<file path="config.mk">
export PLATFORM = sky130hd
export DESIGN_NAME = watchdog_timer
export DESIGN_NICKNAME = d
export VERILOG_FILES = /design/src/hw/tick_gen.v /design/src/hw/watchdog_timer.v
export VERILOG_INCLUDE_DIRS = /design/src /design/src/hw
export SDC_FILE = /design/constraint.sdc
export NUM_CORES = 1
export LEC_CHECK = 0
export ABC_AREA = 1
export BUFFER_PORTS_ARGS = -buffer_cell sky130_fd_sc_hd__buf_2
export CORE_UTILIZATION = 52
export DETAILED_ROUTE_END_ITERATION = 16
export PLACE_DENSITY = 0.77
export SYNTH_ARGS = -nofsm -noshare
export SYNTH_HDL_FRONTEND = slang
export SYNTH_SLANG_ARGS = --single-unit
export TNS_END_PERCENT = 30
</file>
<file path="constraint.sdc">
create_clock -name i_ref_clk -period 2.2 [get_ports i_ref_clk]
set_input_delay 0.44 -clock i_ref_clk [delete_from_list [all_inputs] [get_ports i_ref_clk]]
set_output_delay 0.44 -clock i_ref_clk [all_outputs]
set_load 0.02 [all_outputs]
</file>
<file path="src/hw/wdt_consts.vh">
`ifndef WDT_CONSTS_VH
`define WDT_CONSTS_VH

// time base and clock
`define WDT_REF_CLK_HZ 125000000
`define WDT_TICK_HZ 32768
// unlock keys, written in order before a reload takes effect
`define WDT_KEY1 16'h5a5a
`define WDT_KEY2 16'ha5a5
// reset values
`define WDT_RST_COUNT 16'hffff
`define WDT_RST_PRESC 8'h00
// unlock sequence states
`define WDT_UL_IDLE 2'h0
`define WDT_UL_ONE 2'h1
`define WDT_UL_OPEN 2'h2

`endif

</file>
<file path="src/hw/tick_gen.v">
`include "wdt_consts.vh"
`timescale 1ns/1ps
`default_nettype none

// =====================================================================
// fractional divider: one pulse per 32.768 kHz period
module tick_gen #(
  parameter integer CLK_HZ = `WDT_REF_CLK_HZ,
  parameter integer TICK_HZ = `WDT_TICK_HZ
) (
  // clock and reset
  input wire i_ref_clk,
  input wire i_reset,
  // tick out
  output reg o_tick
);

  reg [31:0] acc_reg;
  reg [31:0] acc_next;
  reg tick_next;

  // accumulate tick rate, wrap at clock rate; long-run exact
  always @* begin
    tick_next = 1'b0;
    acc_next = acc_reg + TICK_HZ[31:0];
    if (acc_next >= CLK_HZ[31:0]) begin
      acc_next = acc_next - CLK_HZ[31:0];
      tick_next = 1'b1;
    end
  end

  always @(posedge i_ref_clk) begin
    if (i_reset) begin
      acc_reg <= 32'h0;
      o_tick <= 1'b0;
    end else begin
      acc_reg <= acc_next;
      o_tick <= tick_next;
    end
  end

endmodule // tick_gen

`default_nettype wire

</file>
<file path="src/hw/watchdog_timer.v">
// Functional notes
// - Expiry interrupt repeats at an interval set by the programmed load and prescaler.
// - In watchdog mode, unserviced interrupt for a whole further period raises reset request.
// - Counter decrements on a fixed 32.768 kHz base, not the cpu clock.
// - Selectable modes: free-running timer, or watchdog with reset action.
// - Each end of count of the down counter produces an interrupt event.
`include "wdt_consts.vh"
`timescale 1ns/1ps
`default_nettype none

module watchdog_timer #(
  parameter integer CLK_HZ = `WDT_REF_CLK_HZ,
  parameter integer CNT_W = 16,
  parameter integer PRE_W = 8
) (
  // clock and reset
  input wire i_ref_clk,
  input wire i_reset,
  // configuration
  input wire i_enable,
  input wire i_wdog_mode,
  input wire [CNT_W-1:0] i_load_value,
  input wire [PRE_W-1:0] i_presc_value,
  // software actions, one-cycle strobes
  input wire i_key_wr,
  input wire [15:0] i_key_data,
  input wire i_irq_clear,
  // status and events
  output reg o_irq,
  output reg reset_request_out,
  output reg [CNT_W-1:0] o_count,
  output reg o_unlocked
);

  // ===================================================================
  // unlock sequence states
  localparam [1:0] UL_IDLE = `WDT_UL_IDLE;
  localparam [1:0] UL_ONE = `WDT_UL_ONE;
  localparam [1:0] UL_OPEN = `WDT_UL_OPEN;

  // ===================================================================
  // time base
  wire tick;

  tick_gen #(
    .CLK_HZ(CLK_HZ),
    .TICK_HZ(`WDT_TICK_HZ)
  ) u_tick (
    .i_ref_clk(i_ref_clk),
    .i_reset(i_reset),
    .o_tick(tick)
  );

  // ===================================================================
  // key decode
  // keys compared whole; a partial match counts as a wrong key
  wire key_first_hit;
  wire key_second_hit;

  assign key_first_hit = (i_key_data == `WDT_KEY1);
  assign key_second_hit = (i_key_data == `WDT_KEY2);

  // ===================================================================
  // unlock sequence and reload
  // a stray write never reloads: two keys must come first, in order
  reg [1:0] ul_reg;
  reg [1:0] ul_next;
  reg reload;

  always @* begin
    ul_next = ul_reg;
    reload = 1'b0;
    if (i_key_wr) begin
      case (ul_reg)
        UL_IDLE: begin
          if (key_first_hit)
            ul_next = UL_ONE;
        end
        UL_ONE: begin
          if (key_second_hit)
            ul_next = UL_OPEN;
          else
            ul_next = UL_IDLE;
        end
        UL_OPEN: begin
          // any write while open performs the reload and relocks
          reload = 1'b1;
          ul_next = UL_IDLE;
        end
        default: begin
          ul_next = UL_IDLE;
        end
      endcase
    end
  end

  always @(posedge i_ref_clk) begin
    if (i_reset) begin
      ul_reg <= UL_IDLE;
    end else begin
      ul_reg <= ul_next;
    end
  end

  // ===================================================================
  // prescaler and down counter
  reg [PRE_W-1:0] pre_reg;
  reg [PRE_W-1:0] pre_next;
  reg [CNT_W-1:0] cnt_next;
  reg expire;
  wire run_tick;
  wire pre_zero;
  wire cnt_zero;

  // counter runs from the fixed tick only, never from i_ref_clk itself
  assign run_tick = i_enable & tick;
  assign pre_zero = (pre_reg == {PRE_W{1'b0}});
  assign cnt_zero = (o_count == {CNT_W{1'b0}});

  // prescaler divides the tick by presc + 1
  always @* begin
    pre_next = pre_reg;
    if (reload) begin
      pre_next = i_presc_value;
    end else if (run_tick) begin
      if (pre_zero) begin
        pre_next = i_presc_value;
      end else begin
        pre_next = pre_reg - 1'b1;
      end
    end
  end

  // one count step per prescaler wrap; expiry at zero reloads
  always @* begin
    cnt_next = o_count;
    expire = 1'b0;
    if (reload) begin
      cnt_next = i_load_value;
    end else if (run_tick && pre_zero) begin
      if (cnt_zero) begin
        expire = 1'b1;
        cnt_next = i_load_value;
      end else begin
        cnt_next = o_count - 1'b1;
      end
    end
  end

  always @(posedge i_ref_clk) begin
    if (i_reset) begin
      pre_reg <= `WDT_RST_PRESC;
    end else begin
      pre_reg <= pre_next;
    end
  end

  always @(posedge i_ref_clk) begin
    if (i_reset) begin
      o_count <= `WDT_RST_COUNT;
    end else begin
      o_count <= cnt_next;
    end
  end

  // ===================================================================
  // interrupt
  reg irq_next;

  // set wins over a clear in the same cycle
  always @* begin
    irq_next = o_irq;
    if (expire) begin
      irq_next = 1'b1;
    end else if (i_irq_clear) begin
      irq_next = 1'b0;
    end
  end

  always @(posedge i_ref_clk) begin
    if (i_reset) begin
      o_irq <= 1'b0;
    end else begin
      o_irq <= irq_next;
    end
  end

  // ===================================================================
  // reset request
  reg rstreq_next;
  wire unserviced;

  // expiry with the last irq still pending: a whole period unserviced
  assign unserviced = expire & o_irq;

  // sticky until i_reset; timer mode never requests a reset
  always @* begin
    rstreq_next = reset_request_out;
    if (unserviced && i_wdog_mode) begin
      rstreq_next = 1'b1;
    end
  end

  always @(posedge i_ref_clk) begin
    if (i_reset) begin
      reset_request_out <= 1'b0;
    end else begin
      reset_request_out <= rstreq_next;
    end
  end

  // ===================================================================
  // status
  // reload window flag, high while the open state waits for its write
  always @(posedge i_ref_clk) begin
    if (i_reset) begin
      o_unlocked <= 1'b0;
    end else begin
      o_unlocked <= (ul_next == UL_OPEN);
    end
  end

endmodule // watchdog_timer

`default_nettype wire

</file>
======== Yosys cells after proc, flatten, opt, wreduce, memory -nomap -nowiden ========
Index checks and enable logic that the tools add are counted.
operators by class
  equal/unequal tests ..................... 5
  $add $sub $neg .......................... 4
  bitwise gates (word level) .............. 2
  reduce and logical (&&, ||, !) cells .... 8
  mux-type cells .......................... 19
  magnitude comparators ................... 1
operators with widths
  kind                                                                  number
  2-to-1 mux 16 bit                                                     3
  adder 32 x 16 -> 32 bit (second input constant)                       1
  greater-or-equal comparator 32 x 27 -> 1 bit (second input constant)  1
  2-to-1 mux 32 bit                                                     1
  subtractor 32 x 27 -> 32 bit (second input constant)                  1
  2-to-1 mux 8 bit                                                      3
  equality test 16 x 15 -> 1 bit (second input constant)                1
  equality test 16 bit (second input constant)                          1
  zero test 16 bit                                                      1
  subtractor 16 x 1 -> 16 bit (second input constant)                   1
  zero test 8 bit                                                       1
  2-to-1 mux 1 bit                                                      8
  subtractor 8 x 1 -> 8 bit (second input constant)                     1
  2-to-1 mux 2 bit                                                      3
  nonzero test 2 bit                                                    3
  equality test 2 bit (second input constant)                           2
  one-hot mux 2 bit (2 select lines)                                    1
  AND 1 bit                                                             2
  equality test 2 x 1 -> 1 bit (second input constant)                  1
  logical AND 1 bit                                                     2
  zero test 2 bit                                                       1
storage, ports and cells
  output and inout bits ................... 19
  input bits .............................. 46
  flip-flop bits (word level) ............. 62
  word-level logic and storage cells ...... 47

======== Depth between registers and ports, before layout ========
  word-level depth ........................ 6
  gate-level depth with buffers ........... 17
  mapped depth without buffers ............ 17

======== By module ========
Synthesis repeated with hierarchy kept, for this count alone.
second synthesis, totals
  cells, all modules ...................... 775
  area, all modules ....................... 4693.3 um^2
modules (own cells, without submodules)
  module          cells each  area each (um^2)  instances  seq. area each (um^2)
  tick_gen        389         2426.1            1          540.5
  watchdog_timer  386         2267.2            1          580.6

======== Worst setup path after synthesis ========
Ideal clock, no wire load.
  path type ............................... reg2reg
  from .................................... register u_tick.acc_reg[15]
  to ...................................... register u_tick.acc_reg[16]
  stages on the path, launching flop included .. 13
  setup time .............................. 0.142 ns
  clock period less this slack ............ 2.117 ns
  setup slack ............................. 0.083 ns
  data required time ...................... 2.058 ns
  path buffers ............................ 1
  arrival time ............................ 1.975 ns
  path through ............................ dfxtp_1 -> ha_1 -> nand2_2 -> nor2_4 -> nand2_1 -> nor2_1 -> xnor2_1 -> nand2_1 -> nor2_2 -> nand3_4 -> buf_8 -> nand2_2 -> a21oi_2
between the ends
  cells in the longest elaborated chain, start to end .. 3
  elaborated cells between the ends (all ways) .. 4
  those cells by class .................... 2 x add/sub; 1 x order compare; 1 x mux
ends and longest elaborated chain
  item                                                                                                 line                          RTL
  start, declared                                                                                      tick_gen.v:18                 reg [31:0] acc_reg;
  start signal, assigned                                                                               tick_gen.v:37                 acc_reg <= acc_next;
  adder 32 x 16 -> 32 bit (*)                                                                          tick_gen.v:25                 acc_next = acc_reg + TICK_HZ[31:0];
  subtractor 32 x 27 -> 32 bit / greater-or-equal comparator 32 x 27 -> 1 bit (equally long branches)  tick_gen.v:27, tick_gen.v:26
  2-to-1 mux 32 bit (*)                                                                                tick_gen.v:26                 if (acc_next >= CLK_HZ[31:0]) begin
Every way passes the cells marked *; elsewhere a longest branch is shown, timed or not.
A chain may end at the register's enable or synchronous reset.

======== Worst setup path after layout ========
  from .................................... register u_tick.acc_reg[15]
  to ...................................... register u_tick.acc_reg[19]
The elaborated chain is that of the path after synthesis.

==> metrics.cfg <==
[power_and_ir_drop]
irDropWorstVdd_mv = 0.671
p_leak_nw = 2.22
p_sw_mw = 2.76
p_clk_frac = 0.103
seqPwrFrac = 0.287
p_int_mw = 3.07
power_frac_comb = 0.610
power_density_nw_per_um2 = 1180
p_sw_frac = 0.473

[synth]
syn_inst = 617
yosysWarnings = 0
syn_avg_cell_area_sq_um = 6.45
synth.area.top_cells = dfxtp_1 (28%), nand2_1 (15%), nor2_1 (6.9%), inv_1 (6.4%), nand4_1 (5.2%)
synth_top_cell_area_share = 0.282
synth.distinct_cells = 38
ys_ff_latch = 56
yosysTopAreaCell = dfxtp_1
synth_edf_count = 0
syn_area_sq_um = 3980
async_flop_share = 0
yosysSeqAreaShare = 0.282
syn_nets = 672
synth_ff_type = dfxtp_1

[sta]
min_period_over_period = 0.993
fin_crit_ps = 2190
hold_viol = 0
final.setup.worst_slack_ps = 14.8
setup_viol = 0
worst_pin_slew_ps = 477
max_slew_margin = 0.682
skew_ps = 5.21
max_freq_ghz = 0.458
rsz0062_at_grt = yes
finalMaxSlewViolations = 0

[placement]
dp_hpwl_mm = 7.70
place_area_sq_um = 4570
globalplace.congestion = 0.851
place_ws_ps = -74.3
numPortBuffers = 64

[detailed_routing]
firstDrtPassIters = 5
routed_via_density = 5.45
first_iter_violations = 236
routed_wl_mm = 10.8
drc = 0
ant_nets = 0
num_vias = 4396
post_drt_wl_per_cell_um = 13.4

[hold_path]
min_to = o_count[7]$_SDFFE_PP1P_
min-delay-start = i_load_value[7]
hold_path.class = input port to register
hold_depth = 3

[critical_path]
r2r_end = u_tick.acc_reg[19]$_SDFF_PP0_
cp_data_required_time_ps = 2460
crit-reg2reg-launch = u_tick.acc_reg[15]$_SDFF_PP0_
cp-start-kind = register
ff2ff_setup_slack_ps = 10
cp-startpoint = u_tick.acc_reg[15]$_SDFF_PP0_
path_cells = ha_4 -> nand2_2 -> nor2_4 -> nand4_1 -> nand2_2 -> nand2_2 -> nor2_4 -> nand3_4 -> nand3_4 -> buf_12 -> nand2_2 -> a21oi_2
crit_path_end_kind = register
crit_type = register to register
critPathMostFrequentCell = nand2_2
cpMaxStageDelayCell = dfxtp_4
critical_path.max_stage_delay_ps = 390
r2r_cells = 12
crit_path_max_fanout = 7
cp.arrival_ps = 2440

[floorplan]
core_area_sq_um = 7330
rows = 31
die_h_um = 89.5
chipWidth_um = 89.5
initial_core_util = 0.543
fp.dieArea_sq_um = 8010
pin_count = 65

[clock_tree]
h-tree-depth = 2
cts_tree = yes
cts_sinks = 56
cts_max_path_buffers = 2
cts_root_buf = clkbuf_8
cts_buffers = 5
clkTransAtPathRegs_ps = 110
clock_latency_ps = 320

[grt]
grt_util_all_layers = 0.275
grt_pass1_wl_mm = 17.4
gr-total-overflow = 0
grt_pass1_vias = 4076
grt_max_degree = 37
antenna_found_initial = 0

[run_status]
status = finished, final reports clean

[finish]
post_route_cells_drive_above_1_share = 0.260
final_common_cell = nand2_1
fin_nets = 761
area_delta_synth_final_pct = 23.8
largest_reg_flops = 26
n_antenna_cell = 0
utilization = 0.672
fin_area_sq_um = 4930
layout_common_cells = nand2_1 (149), nor2_1 (68), inv_1 (66)

[job]
drv_cap = 0

-- Yosys cell counts, types with 2 or more instances --
library cell	number
dfxtp_1	56
nand2_1	155
inv_1	68
a21oi_1	29
o21ai_0	27
nand2_2	20
nand3b_1	2
nor2_1	73
nor4_1	5
xor2_1	16
buf_2	9
nor2_2	9
a21oi_2	11
o211ai_1	4
nand4_1	33
a211oi_1	4
nor3_1	7
nand3_1	31
a22oi_1	2
ha_1	9
xnor2_1	13
clkbuf_1	10
o221ai_1	6
nand3_4	2
nor3b_1	3
-- kinds of logic (layout without fill, tap and decap cells) --
kind of cell	Yosys count	in the layout	synth area share
DFF	56	56	0.282
buffers and inverters	91	181	0.0934
xor gates and xnor gates	29	29	0.0638
AOI/OAI and AO/OA	88	88	0.137
and+or+nand+nor	344	344	0.396
adders and majority gates	9	9	0.0283
-- critical path, delay by kind of cell (launching register included) --
| kind | cells | cell delay (ps) |
|---|---|---|
| flip-flops | 1 | 390 |
| buffers and inverters | 1 | 140 |
| adder cells (fa/ha/maj) | 1 | 150 |
| AND/OR/NAND/NOR | 9 | 1310 |
| AO/OA/AOI/OAI | 1 | 150 |
-- layer usage --
layer / up-vias / GRT usage / part of all wire
li1: 2202 / - / -
met4: 0 / 0.0967 / 0.020
met1: 2042 / 0.323 / 0.44
met2: 130 / 0.511 / 0.50
met5: - / 0 / 0
met3: 22 / 0.0369 / 0.046
-- power groups by stage --
stage / registers [mW] / clock network [mW] / logic, mW
after floorplan: 1.67 / 0 / 2.30
after global placement: 1.64 / 0 / 3.12
after detailed placement: 1.65 / 0 / 3.23
after CTS: 1.63 / 0.610 / 3.26
after global routing: 1.72 / 0.635 / 3.94
final: 1.67 / 0.600 / 3.56
-- area by class of cell --
class / instances / area (sq um)
Clock inverter: 2 / 16.3
Inverter: 70 / 263
Sequential cell: 56 / 1130
Timing Repair Buffer: 103 / 683
Tap cell: 99 / 124
Clock buffer: 6 / 72.6
Multi-Input combinational cell: 470 / 2640
Fill cell: 637 / 2400
-- timing repair --
item                                   4_1_cts  5_1_grt
endpoints found under the hold margin        0        0
resized for setup                            4       42
hold buffers                                 0        0
gates cloned                                 0        1
pin swaps                                    1       15
setup endpoints to repair                   26       27
buffers inserted                             0        9
-- stage by stage --
step | total power, mW | std cells | hold WS, ps | setup TNS [ps]
after detailed placement | 4.87 | 788 | 471 | -781
after global placement | 4.75 | 788 | 461 | 0
after floorplan | 3.97 | 617 | 474 | 0
after CTS | 5.50 | 796 | 332 | 0
final | 5.83 | 806 | 341 | 0
after global routing | 6.29 | 806 | 372 | -2090
-- how the worst max path moves through the flow --
stage	endpoint	slack (ps)	cells past startpoint
global placement	u_tick.acc_reg[23]$_SDFF_PP0_	6	11
floorplan	u_tick.acc_reg[16]$_SDFF_PP0_	80	12
detailed placement	u_tick.acc_reg[19]$_SDFF_PP0_	-70	11
finish	u_tick.acc_reg[19]$_SDFF_PP0_	10	12
global route	u_tick.acc_reg[8]$_SDFFE_PP0P_	-130	12
CTS	u_tick.acc_reg[19]$_SDFF_PP0_	8	12
Power figures use the tool's default switching activity.
